### src/core/das_pkg.sv
// Purpose: shared constants and carriers for the acquisition register bank
// Assumes: byte-wide host bus, one clock
// Notes: offsets are the byte offsets of the host port
package das_pkg;

    localparam int ADDR_W = 5;
    localparam int DATA_W = 8;
    localparam int CHAN_W = 4;
    localparam int RANGE_W = 4;
    localparam int CODE_W = 12;
    localparam int GP_W = 16;
    localparam int IRQ_W = 8;

    // register offsets
    localparam logic [ADDR_W-1:0] OFS_SW_TRIGGER = 5'h00;
    localparam logic [ADDR_W-1:0] OFS_RANGE = 5'h01;
    localparam logic [ADDR_W-1:0] OFS_SCAN = 5'h02;
    localparam logic [ADDR_W-1:0] OFS_GP_LOW = 5'h03;
    localparam logic [ADDR_W-1:0] OFS_AOUT_LOW = 5'h04;
    localparam logic [ADDR_W-1:0] OFS_AOUT_HIGH = 5'h05;
    localparam logic [ADDR_W-1:0] OFS_FIFO_IRQ = 5'h06;
    localparam logic [ADDR_W-1:0] OFS_STATUS = 5'h08;
    localparam logic [ADDR_W-1:0] OFS_CONTROL = 5'h09;
    localparam logic [ADDR_W-1:0] OFS_GP_HIGH = 5'h0b;

    // field positions
    localparam int SCAN_STOP_LSB = 4;
    localparam int AOUT_LOW_LSB = 4;
    localparam int ST_BUSY_BIT = 7;
    localparam int ST_CONFIG_BIT = 5;
    localparam int ST_DONE_BIT = 4;
    localparam int CTL_IRQ_EN_BIT = 7;
    localparam int CTL_LINE_LSB = 4;
    localparam int CTL_LINE_W = 3;
    localparam int CTL_XFER_BIT = 2;
    localparam int CTL_TRIG_LSB = 0;
    localparam int FIFO_IRQ_BIT = 0;
    localparam int FIRST_IRQ_LINE = 2;

    // reset values and fixed answers
    localparam logic [DATA_W-1:0] RST_BYTE = 8'h00;
    localparam logic [DATA_W-1:0] READ_NONE = 8'h00;
    localparam logic [CODE_W-1:0] RST_CODE = 12'h000;

    // trigger source codes
    localparam logic [1:0] TRIG_EXTERNAL = 2'h2;
    localparam logic [1:0] TRIG_PACER = 2'h3;

    typedef struct packed {
        logic [ADDR_W-1:0] addr;
        logic rd;
        logic wr;
        logic [DATA_W-1:0] data;
    } bus_req_t;

    typedef struct packed {
        logic irq_gen_enable;
        logic [CTL_LINE_W-1:0] irq_line_sel;
        logic spare;
        logic xfer_req_enable;
        logic [1:0] trig_src_sel;
    } control_t;

    typedef enum logic [2:0] {
        XFER_IDLE = 3'b001,
        XFER_FIRST = 3'b010,
        XFER_SECOND = 3'b100
    } xfer_state_t;

endpackage : das_pkg

### src/core/range_table.sv
// Purpose: per-channel range code store
// Assumes: one write port, one registered read port
// Notes: read data lag the read index by one cycle
module range_table #(
    parameter int DEPTH = 16,
    parameter int IDX_W = 4,
    parameter int DW = 4
) (
    input wire logic clk_i,
    input wire logic reset_n_i,
    input wire logic ce_i,
    input wire logic wr_en_i,
    input wire logic [IDX_W-1:0] wr_idx_i,
    input wire logic [DW-1:0] wr_data_i,
    input wire logic [IDX_W-1:0] rd_idx_i,
    output logic [DW-1:0] rd_data_o
);
    logic [DW-1:0] mem_q [DEPTH];

    always_ff @(posedge clk_i) begin
        if (ce_i && wr_en_i) begin
            mem_q[wr_idx_i] <= wr_data_i;
        end
    end

    always_ff @(posedge clk_i or negedge reset_n_i) begin
        if (!reset_n_i) begin
            rd_data_o <= '0;
        end else if (ce_i) begin
            rd_data_o <= mem_q[rd_idx_i];
        end
    end
endmodule : range_table

### src/core/xfer_pair.sv
// Purpose: issues two successive transfer requests per finished conversion
// Assumes: the transfer controller answers each request with an acknowledge pulse
// Notes: a start while a pair is running is dropped
module xfer_pair (
    input wire logic clk_i,
    input wire logic reset_n_i,
    input wire logic ce_i,
    input wire logic start_i,
    input wire logic ack_i,
    output logic req_o,
    output logic busy_o
);
    import das_pkg::*;

    xfer_state_t state_q;
    xfer_state_t state_d;

    always_comb begin
        state_d = state_q;
        unique case (state_q)
            XFER_IDLE: begin
                if (start_i) begin
                    state_d = XFER_FIRST;
                end
            end
            XFER_FIRST: begin
                if (ack_i) begin
                    state_d = XFER_SECOND;
                end
            end
            XFER_SECOND: begin
                if (ack_i) begin
                    state_d = XFER_IDLE;
                end
            end
            default: state_d = XFER_IDLE;
        endcase
    end

    always_ff @(posedge clk_i or negedge reset_n_i) begin
        if (!reset_n_i) begin
            state_q <= XFER_IDLE;
        end else if (ce_i) begin
            state_q <= state_d;
        end
    end

    assign req_o = (state_q != XFER_IDLE);
    assign busy_o = (state_q != XFER_IDLE);
endmodule : xfer_pair

### src/core/das_regs.sv
// Purpose: host register bank of a data acquisition module
// Assumes: host strobes are single-cycle and synchronous to clk_i
// Notes: read data appear one cycle after the read strobe
// Function
// - scan register holds stop high, start low
// - scan write loads current channel with start
// - trigger advances channel, wraps stop to start
// - range write stored for start channel
// - two 8-bit ports, read inputs, write outputs
// - output code from low high nibble, high byte
// - high byte write updates whole code at once
// - fifo interrupt enable bit, write only
// - status write clears done flag and pending interrupt
// - status bit 7 shows conversion busy
// - config bit shows single-ended or differential
// - completion sets done, may raise interrupt
// - low status bits show next channel
// - control bit 7 gates interrupt generation
// - interrupt source conversion or terminal count
// - line field codes 2..7 select lines
// - with control bit 2 set, a conversion issues two transfer requests
// - control bits 1..0 pick trigger source
// - software trigger by write to offset 0
module das_regs (
    input wire logic clk_i,
    input wire logic reset_n_i,
    input wire logic ce_i,
    input wire das_pkg::bus_req_t bus_i,
    output logic [das_pkg::DATA_W-1:0] rdata_o,
    input wire logic [das_pkg::GP_W-1:0] gp_port_bit_i,
    output logic [das_pkg::GP_W-1:0] gp_port_bit_o,
    output logic [das_pkg::CODE_W-1:0] analog_out_code_o,
    output logic fifo_irq_enable_o,
    input wire logic input_config_flag_i,
    input wire logic ext_trig_i,
    input wire logic pacer_tick_i,
    input wire logic conv_done_i,
    input wire logic term_count_i,
    input wire logic xfer_ack_i,
    output logic conv_start_o,
    output logic [das_pkg::CHAN_W-1:0] next_input_index_o,
    output logic [das_pkg::RANGE_W-1:0] gain_range_code_o,
    output logic [das_pkg::IRQ_W-1:0] irq_o,
    output logic xfer_req_o
);
    import das_pkg::*;

    logic [DATA_W-1:0] scan_q;
    logic [CHAN_W-1:0] chan_q;
    logic [CHAN_W-1:0] chan_d;
    logic [DATA_W-1:0] gp_low_q;
    logic [DATA_W-1:0] gp_high_q;
    logic [DATA_W-1:0] aout_low_q;
    logic [CODE_W-1:0] aout_code_q;
    logic fifo_en_q;
    control_t ctrl_q;
    logic busy_q;
    logic done_q;
    logic irq_pend_q;
    logic start_q;
    logic [IRQ_W-1:0] irq_q;
    logic [DATA_W-1:0] rdata_q;

    // write decode
    wire wr_sw = bus_i.wr && (bus_i.addr == OFS_SW_TRIGGER);
    wire wr_range = bus_i.wr && (bus_i.addr == OFS_RANGE);
    wire wr_scan = bus_i.wr && (bus_i.addr == OFS_SCAN);
    wire wr_gp_low = bus_i.wr && (bus_i.addr == OFS_GP_LOW);
    wire wr_aout_low = bus_i.wr && (bus_i.addr == OFS_AOUT_LOW);
    wire wr_aout_high = bus_i.wr && (bus_i.addr == OFS_AOUT_HIGH);
    wire wr_fifo = bus_i.wr && (bus_i.addr == OFS_FIFO_IRQ);
    wire wr_status = bus_i.wr && (bus_i.addr == OFS_STATUS);
    wire wr_ctrl = bus_i.wr && (bus_i.addr == OFS_CONTROL);
    wire wr_gp_high = bus_i.wr && (bus_i.addr == OFS_GP_HIGH);

    // stop in upper nibble, start in lower
    wire [CHAN_W-1:0] scan_first_index = scan_q[CHAN_W-1:0];
    wire [CHAN_W-1:0] scan_stop_index = scan_q[SCAN_STOP_LSB +: CHAN_W];

    wire trig_sw = wr_sw && !ctrl_q.trig_src_sel[1];
    wire trig_ext = (ctrl_q.trig_src_sel == TRIG_EXTERNAL) && ext_trig_i;
    wire trig_pacer = (ctrl_q.trig_src_sel == TRIG_PACER) && pacer_tick_i;
    wire trigger = trig_sw || trig_ext || trig_pacer;

    // scan write reloads the start channel
    // wrap from stop back to start
    wire at_stop = (chan_q == scan_stop_index);
    wire [CHAN_W-1:0] chan_step = at_stop ? scan_first_index : chan_q + 1'b1;
    assign chan_d = wr_scan ? bus_i.data[CHAN_W-1:0] : (trigger ? chan_step : chan_q);

    // interrupt source follows the transfer enable
    wire irq_event = ctrl_q.xfer_req_enable ? term_count_i : conv_done_i;

    // conversion done starts a request pair
    wire xfer_start = conv_done_i && ctrl_q.xfer_req_enable;

    wire busy_d = conv_done_i ? 1'b0 : (trigger ? 1'b1 : busy_q);

    wire [DATA_W-1:0] status_byte = {busy_q, 1'b0, input_config_flag_i, done_q, chan_q};

    // read select; write-only and unmapped offsets read as zero
    wire [DATA_W-1:0] read_sel =
        (bus_i.addr == OFS_SCAN) ? scan_q :
        (bus_i.addr == OFS_GP_LOW) ? gp_port_bit_i[DATA_W-1:0] :
        (bus_i.addr == OFS_GP_HIGH) ? gp_port_bit_i[GP_W-1:DATA_W] :
        (bus_i.addr == OFS_STATUS) ? status_byte :
        (bus_i.addr == OFS_CONTROL) ? ctrl_q :
        READ_NONE;

    // range code goes to the start-channel slot
    range_table #(
        .DEPTH(1 << CHAN_W),
        .IDX_W(CHAN_W),
        .DW(RANGE_W)
    ) u_range (
        .clk_i(clk_i),
        .reset_n_i(reset_n_i),
        .ce_i(ce_i),
        .wr_en_i(wr_range),
        .wr_idx_i(scan_first_index),
        .wr_data_i(bus_i.data[RANGE_W-1:0]),
        .rd_idx_i(chan_d),
        .rd_data_o(gain_range_code_o)
    );

    logic xfer_req;
    xfer_pair u_xfer (
        .clk_i(clk_i),
        .reset_n_i(reset_n_i),
        .ce_i(ce_i),
        .start_i(xfer_start),
        .ack_i(xfer_ack_i),
        .req_o(xfer_req),
        .busy_o()
    );

    // scan, channel and digital ports
    always_ff @(posedge clk_i or negedge reset_n_i) begin
        if (!reset_n_i) begin
            scan_q <= RST_BYTE;
            chan_q <= '0;
            gp_low_q <= RST_BYTE;
            gp_high_q <= RST_BYTE;
        end else if (ce_i) begin
            if (wr_scan) begin
                scan_q <= bus_i.data;
            end
            chan_q <= chan_d;
            if (wr_gp_low) begin
                gp_low_q <= bus_i.data;
            end
            if (wr_gp_high) begin
                gp_high_q <= bus_i.data;
            end
        end
    end

    // analog output double buffer
    always_ff @(posedge clk_i or negedge reset_n_i) begin
        if (!reset_n_i) begin
            aout_low_q <= RST_BYTE;
            aout_code_q <= RST_CODE;
        end else if (ce_i) begin
            if (wr_aout_low) begin
                aout_low_q <= bus_i.data;
            end
            // high write moves the whole code
            if (wr_aout_high) begin
                aout_code_q <= {bus_i.data, aout_low_q[AOUT_LOW_LSB +: CHAN_W]};
            end
        end
    end

    // control, fifo enable and conversion flags
    always_ff @(posedge clk_i or negedge reset_n_i) begin
        if (!reset_n_i) begin
            ctrl_q <= '0;
            fifo_en_q <= 1'b0;
            busy_q <= 1'b0;
            done_q <= 1'b0;
            irq_pend_q <= 1'b0;
            start_q <= 1'b0;
        end else if (ce_i) begin
            if (wr_ctrl) begin
                ctrl_q <= bus_i.data;
            end
            if (wr_fifo) begin
                fifo_en_q <= bus_i.data[FIFO_IRQ_BIT];
            end
            busy_q <= busy_d;
            start_q <= trigger;
            done_q <= conv_done_i || (done_q && !wr_status);
            irq_pend_q <= irq_event || (irq_pend_q && !wr_status);
        end
    end

    for (genvar n = 0; n < IRQ_W; n++) begin : g_irq
        wire line_hit = (n >= FIRST_IRQ_LINE) && (ctrl_q.irq_line_sel == CTL_LINE_W'(n));
        always_ff @(posedge clk_i or negedge reset_n_i) begin
            if (!reset_n_i) begin
                irq_q[n] <= 1'b0;
            end else if (ce_i) begin
                irq_q[n] <= ctrl_q.irq_gen_enable && irq_pend_q && line_hit;
            end
        end
    end

    // registered read data
    always_ff @(posedge clk_i or negedge reset_n_i) begin
        if (!reset_n_i) begin
            rdata_q <= READ_NONE;
        end else if (ce_i && bus_i.rd) begin
            rdata_q <= read_sel;
        end
    end

    assign rdata_o = rdata_q;
    assign gp_port_bit_o = {gp_high_q, gp_low_q};
    assign analog_out_code_o = aout_code_q;
    assign fifo_irq_enable_o = fifo_en_q;
    assign conv_start_o = start_q;
    assign next_input_index_o = chan_q;
    assign irq_o = irq_q;
    assign xfer_req_o = xfer_req;
endmodule : das_regs

### config.mk
export PLATFORM = sky130hd
export DESIGN_NAME = das_regs
export DESIGN_NICKNAME = d
export VERILOG_FILES = /design/src/core/das_pkg.sv /design/src/core/range_table.sv /design/src/core/xfer_pair.sv /design/src/core/das_regs.sv
export SDC_FILE = /design/constraint.sdc
export NUM_CORES = 1
export LEC_CHECK = 0
export BUFFER_PORTS_ARGS = -buffer_cell sky130_fd_sc_hd__buf_2
export CAP_MARGIN = 40
export CORE_MARGIN = 2
export CORE_UTILIZATION = 51
export DETAILED_ROUTE_END_ITERATION = 10
export GPL_TIMING_DRIVEN = 0
export PLACE_DENSITY_LB_ADDON = 0.15
export REMOVE_ABC_BUFFERS = 1
export SLEW_MARGIN = 20
export SYNTH_ARGS = -nofsm -noshare
export SYNTH_HDL_FRONTEND = slang
export SYNTH_SLANG_ARGS = --single-unit
export TNS_END_PERCENT = 20
### constraint.sdc
create_clock -name clk_i -period 2.1 [get_ports clk_i]
set_input_delay 0.42 -clock clk_i [delete_from_list [all_inputs] [get_ports clk_i]]
set_output_delay 0.42 -clock clk_i [all_outputs]
set_load 0.01 [all_outputs]
==> results of run 1 <==
[worst max-delay path, cell delays in order (launching register included)]
cell       delay [ns]
dfrtp_1          0.45
xnor2_2          0.20
nand4_4          0.17
mux2i_2          0.24
o2111ai_2        0.16
o21ai_4          0.18
buf_16           0.19
mux2i_2          0.24
a22oi_1          0.13
nand3_1          0.15
o221ai_1         0.13
[kinds of logic after synthesis]
family / count (synthesis)
other cells: 1
buf+inv: 39
simple gates: 106
flops: 142
compound gates: 74
fa+ha+maj: 1
xor+xnor: 5
mux: 99
[layout make-up]
class                           count  area (µm²)  area share, %
Sequential cell                   142        3880           50.5
Multi-Input combinational cell    287        2350           30.5
Timing Repair Buffer              110         684           8.91
Clock buffer                       22         475           6.19
Tap cell                          147         184           2.39
Clock inverter                      9        60.1          0.782
Inverter                           13        48.8          0.635
[worst paths after layout]
kind	start	endpoint	slack [ns]	depth (start not counted)
max reg2reg	scan_q[6]	u_range.rd_data_o[1]	-0.30	10
min in group asynchronous	reset_n_i	irq_o[5]	0.50	2
min	conv_done_i	busy_q	0.23	2
max in group asynchronous	reset_n_i	scan_q[3]	0.99	3
max	scan_q[6]	u_range.rd_data_o[1]	-0.30	10
min reg2reg	conv_start_o	conv_start_o	0.48	1
[per-layer routing]
metal	global-route usage, %	up-vias	share of wire [%]
met3	6.17	34	5.6
met4	11.2	0	2.6
li1	-	1942	-
met5	0	-	0
met2	37.1	140	49
met1	31.2	2099	43
[cells in the mapped netlist, drive strengths merged, types with 3 or more instances]
| master | n |
|---|---|
| and3 | 5 |
| and2 | 5 |
| o221ai | 3 |
| inv | 13 |
| xnor2 | 4 |
| nor2b | 3 |
| nor2 | 28 |
| mux2 | 53 |
| o2bb2ai | 4 |
| nand4 | 6 |
| edfxtp | 64 |
| o21ai | 24 |
| a21oi | 6 |
| dfrtp | 77 |
| buf | 14 |
| nor3 | 8 |
| clkbuf | 12 |
| a22oi | 5 |
| nand3 | 8 |
| a222oi | 7 |
| mux2i | 46 |
| a22o | 8 |
| nand2 | 34 |
[power breakdown]
group / internal, mW / switching [mW] / leakage (nW)
clock: 1.60 / 1.12 / 0.262
combinational: 1.32 / 1.31 / 1.56
sequential: 3.15 / 0.251 / 1.59
total: 6.07 / 2.68 / 3.41
[sequential cells by signal, summed over array words and instances, names as in the netlist]
register and cells:
irq_pend_q 1, ctrl_q 8, busy_q 1, fifo_irq_enable_o 1, scan_q 8, conv_start_o 1, analog_out_code_o 12, next_input_index_o 4
u_xfer.state_q 3, rdata_o 8, done_q 1, u_range.mem_q 64, aout_low_q 4, gp_low_q 8, gp_high_q 8, irq_o 6
u_range.rd_data_o 4
[what timing repair did]
item | CTS | global route
endpoints found under the setup margin | 10 | 41
cloned | 1 | 0
hold endpoints to repair | 31 | 0
hold buffers | 1 | 0
buffers inserted | 12 | 2
pin swaps | 5 | 3
gates resized for setup | 22 | 11
==> results.py, run 1 <==
metrics = {
    "drt": {
        "drcViolationCount": 0,
        "ant_nets": 0,
        "dr.pass1.iters": 5,
        "drt-wirelength-per-cell_um": 20.2,
        "routed_wirelength_um": 14800,
        "vias": 4215,
        "viasPerCell": 5.77,
        "drt_iter0_drc": 261,
    },
    "final_layout": {
        "area_growth_pct": 22.3,
        "diodes": 0,
        "final_nets": 612,
        "layout_common_cells": "buf_2 (90), dfrtp_1 (72), edfxtp_1 (64)",
        "drive_gt1_share_pct": 38.8,
        "final_common_cell": "buf_2",
        "stdcell_count": 730,
        "final_util_pct": 63.9,
        "stdcell_area_mm2": 0.00768,
        "n_fill_cell": 921,
    },
    "floorplanning": {
        "die_w_um": 115,
        "die-area_mm2": 0.0132,
        "pin_count": 95,
        "die_h_um": 115,
        "initial_utilization_pct": 52.3,
        "coreArea_mm2": 0.0120,
        "std_cell_rows": 40,
    },
    "grt": {
        "grt_max_degree": 47,
        "grt_pass1_wl_um": 23200,
        "antenna_found_initial": 0,
        "grt_usage_pct": 23.7,
        "grt-ovfl-total": 0,
        "grt_pass1_vias": 4298,
    },
    "yosys": {
        "synth_cell_types": 56,
        "synth_compound_area_share_pct": 8.55,
        "async_flop_share_pct": 54.9,
        "syn_inst": 467,
        "syn_area_mm2": 0.00628,
        "synth_seq_area_share_pct": 61.7,
        "synth_top_cell_area_share_pct": 30.7,
        "synth_warnings": 0,
        "avgSynthCellArea_um2": 13.4,
        "synthTopCellsByArea": "dfrtp_1 (31%), edfxtp_1 (31%), mux2_2 (9.5%)",
        "synth_edf_count": 64,
        "synth_adder_area_share_pct": 0.199,
        "synthFlopType": "dfrtp_1",
        "synth_top_family_by_area": "multiplexers",
        "synth-simple-area-share_pct": 8.49,
        "yosysTopAreaCell": "dfrtp_1",
        "muxShareOfSynthArea_pct": 16.8,
        "synthXorXnorAreaFrac_pct": 0.936,
        "synth-seq-cells": 142,
    },
    "sta": {
        "tns_ns": -1.01,
        "max_slew_margin_pct": 51.0,
        "slew_viol_final": 0,
        "setup_ws_ns": -0.299,
        "whs_ns": 0.235,
        "finalCriticalPeriod_ns": 2.40,
        "fmax_ghz": 0.417,
        "worstMarginPinSlew_ns": 0.733,
        "final.setup_skew_ns": 0.00779,
        "setup_viol": 4,
        "rsz0062_at_grt": "true",
        "hold_viol_final": 0,
        "period_share_pct": 114,
    },
    "clock_tree": {
        "cts_sinks": 142,
        "clkTransAtPathRegs_ns": 0.06,
        "tritoncts": "done",
        "h-tree-depth": 4,
        "clockRootBuffer": "clkbuf_16",
        "clockBufferDepth": 2,
        "cts_buffers": 17,
        "worstSkewPairLatency_ns": 0.42,
    },
    "run_status": {
        "violations": "setup timing",
        "outcome": "finished with violations",
    },
    "setup_path": {
        "required_ns": 2.38,
        "path_max_fanout": 9,
        "start_kind": "flip-flop",
        "worst_ep_arrival_time_ns": 2.68,
        "worst_setup_path_end_kind": "flip-flop",
        "crit_type": "reg2reg",
    },
    "power": {
        "max-vdd-ir-drop_mv": 0.572,
        "p_per_area_mw_per_mm2": 1140,
        "power.leakage_nw": 3.41,
        "finalPower_mw": 8.75,
    },
    "place": {
        "io_buffers": 92,
        "pre_cts_ws_ns": -0.788,
        "gp_congestion": 0.885,
        "dp_cells": 683,
        "dpl_cell_area_mm2": 0.00684,
        "hpwl_um": 9630,
    },
    "flow_run": {
        "maxCapViolations": 0,
    },
    "worst_hold_path": {
        "hold_path_class": "in2reg",
    },
}
Note: power is estimated with default switching activity, not from simulation.
==> inputs of run 2 (changes only) <==
- TNS_END_PERCENT: 20 -> 30
==> run 2 against run 1 <==
  * Critical path type unchanged
  * The flow still finishes with violations (setup timing)
  * Sequential share of layout area barely moved
  * Routed wire length decreased by 0.19%
  * Non-clock buffer count did not move
  * Critical endpoint unchanged
  * Worst setup slack got worse by 0.013 ns
==> results.py, run 2 (synthesis results as in run 1) <==
metrics = {
    "setup_path": {
        "path_cells": "xnor2_2, nand4_4, mux2i_2, o2111ai_2, o21ai_4, buf_16, mux2i_2, a22oi_1, nand3_1, o221ai_1",
        "start_kind": "flip-flop",
        "required_ns": 2.38,
        "cp_common_cell": "mux2i_2",
        "crit_type": "reg2reg",
        "cpPeakStageDelay_ns": 0.45,
        "path_buf_inv": 1,
        "worst_ep_arrival_time_ns": 2.69,
        "path_max_fanout": 9,
        "crit_family": "compound AO/OA/AOI/OAI gates",
        "worst_setup_path_end_kind": "flip-flop",
        "critPathSlowestCell": "dfrtp_1",
    },
    "floorplanning": {
        "std_cell_rows": 40,
        "coreArea_mm2": 0.0120,
        "pin_count": 95,
        "die-area_mm2": 0.0132,
        "initial_utilization_pct": 52.3,
        "die_w_um": 115,
        "die_h_um": 115,
    },
    "drt": {
        "dr.pass1.iters": 7,
        "routed_wirelength_um": 14700,
        "drcViolationCount": 0,
        "drt-wirelength-per-cell_um": 20.2,
        "drt_iter0_drc": 265,
        "ant_nets": 0,
        "viasPerCell": 5.77,
        "vias": 4211,
    },
    "power": {
        "max-vdd-ir-drop_mv": 0.566,
        "power.leakage_nw": 3.41,
        "finalPower_mw": 8.75,
        "p_per_area_mw_per_mm2": 1140,
    },
    "final_layout": {
        "final_nets": 612,
        "diodes": 0,
        "final_util_pct": 64.0,
        "area_growth_pct": 22.3,
        "top_register": "u_range.mem_q",
        "layout_common_cells": "buf_2 (90), dfrtp_1 (72), edfxtp_1 (64)",
        "largest_reg_flops": 64,
        "stdcell_count": 730,
        "final_common_cell": "buf_2",
        "drive_gt1_share_pct": 38.9,
    },
    "flow_run": {
        "maxCapViolations": 0,
    },
    "sta": {
        "max_slew_margin_pct": 50.9,
        "setup_viol": 4,
        "hold_viol_final": 0,
        "slew_viol_final": 0,
        "final.setup_skew_ns": 0.00680,
        "rsz0062_at_grt": "true",
        "setup_ws_ns": -0.312,
        "worstMarginPinSlew_ns": 0.733,
        "finalCriticalPeriod_ns": 2.41,
        "period_share_pct": 115,
        "fmax_ghz": 0.415,
        "whs_ns": 0.240,
        "tns_ns": -1.01,
    },
    "clock_tree": {
        "h-tree-depth": 4,
        "worstSkewPairLatency_ns": 0.42,
        "clockBufferDepth": 2,
        "clockRootBuffer": "clkbuf_16",
        "cts_buffers": 17,
        "tritoncts": "done",
        "cts_sinks": 142,
        "clkTransAtPathRegs_ns": 0.06,
    },
    "grt": {
        "antenna_found_initial": 0,
        "grt_pass1_wl_um": 23200,
        "grt_max_degree": 47,
        "grt_usage_pct": 23.7,
        "grt-ovfl-total": 0,
        "grt_pass1_vias": 4303,
    },
    "place": {
        "dp_cells": 683,
        "io_buffers": 92,
        "gp_congestion": 0.885,
        "hpwl_um": 9630,
    },
    "worst_hold_path": {
        "hold_path_class": "in2reg",
    },
    "run_status": {
        "violations": "setup timing",
        "outcome": "finished with violations",
    },
}
run 2: cell types whose count changed in the layout (fill, tap and decap cells not counted):
| cell | before | now |
|---|---|---|
| nor2_1 | 26 | 25 |
| nor2_2 | 2 | 3 |
| o21ai_0 | 22 | 20 |
| o21ai_1 | 0 | 2 |
run 2: stage by stage:
| stage | setup slack [ns] | area, µm² |
|---|---|---|
| finish | -0.312 | 7680 |
| global route | -0.434 | 7680 |
| CTS | -0.290 | 7600 |
| detailed placement | -0.788 | 6840 |
| global placement | -2.36 | 6770 |
| floorplan | -1.24 | 6130 |
run 2: power by group:
part	internal, mW	leakage (nW)	switching, mW
clock	1.60	0.262	1.12
sequential	3.15	1.59	0.251
combinational	1.32	1.56	1.31
total	6.08	3.41	2.68
run 2: worst paths after layout:
| check | startpoint | slack [ns] | to | cells after the start |
|---|---|---|---|---|
| max | scan_q[6] | -0.31 | u_range.rd_data_o[1] | 10 |
| min | conv_done_i | 0.24 | busy_q | 2 |
| max reg2reg | scan_q[6] | -0.31 | u_range.rd_data_o[1] | 10 |
| min reg2reg | conv_start_o | 0.48 | conv_start_o | 1 |
| max in group asynchronous | reset_n_i | 0.98 | scan_q[3] | 3 |
| min in group asynchronous | reset_n_i | 0.51 | irq_o[5] | 2 |
run 2: metal layers:
metal  track usage [%]  share of wire (%)
met2              37.1                 49
met5                 0                  0
met4              11.2                2.9
met1              31.2                 42
met3              6.17                5.2
run 2: final cells by class:
type                    count  area [µm²]
fillers                   920        4330
clock inverters             9        60.1
clock buffers              22         475
inverters                  13        48.8
repair buffers            110         684
well taps                 147         184
flip-flops and latches    142        3880
multi-input cells         287        2350
run 2: what timing repair did:
item,4_1_cts,5_1_grt
buffers inserted,12,2
gates cloned,1,0
hold buffers,1,0
gates resized for setup,22,14
setup endpoints to repair,10,41
pin swaps,5,3
endpoints found under the hold margin,31,0
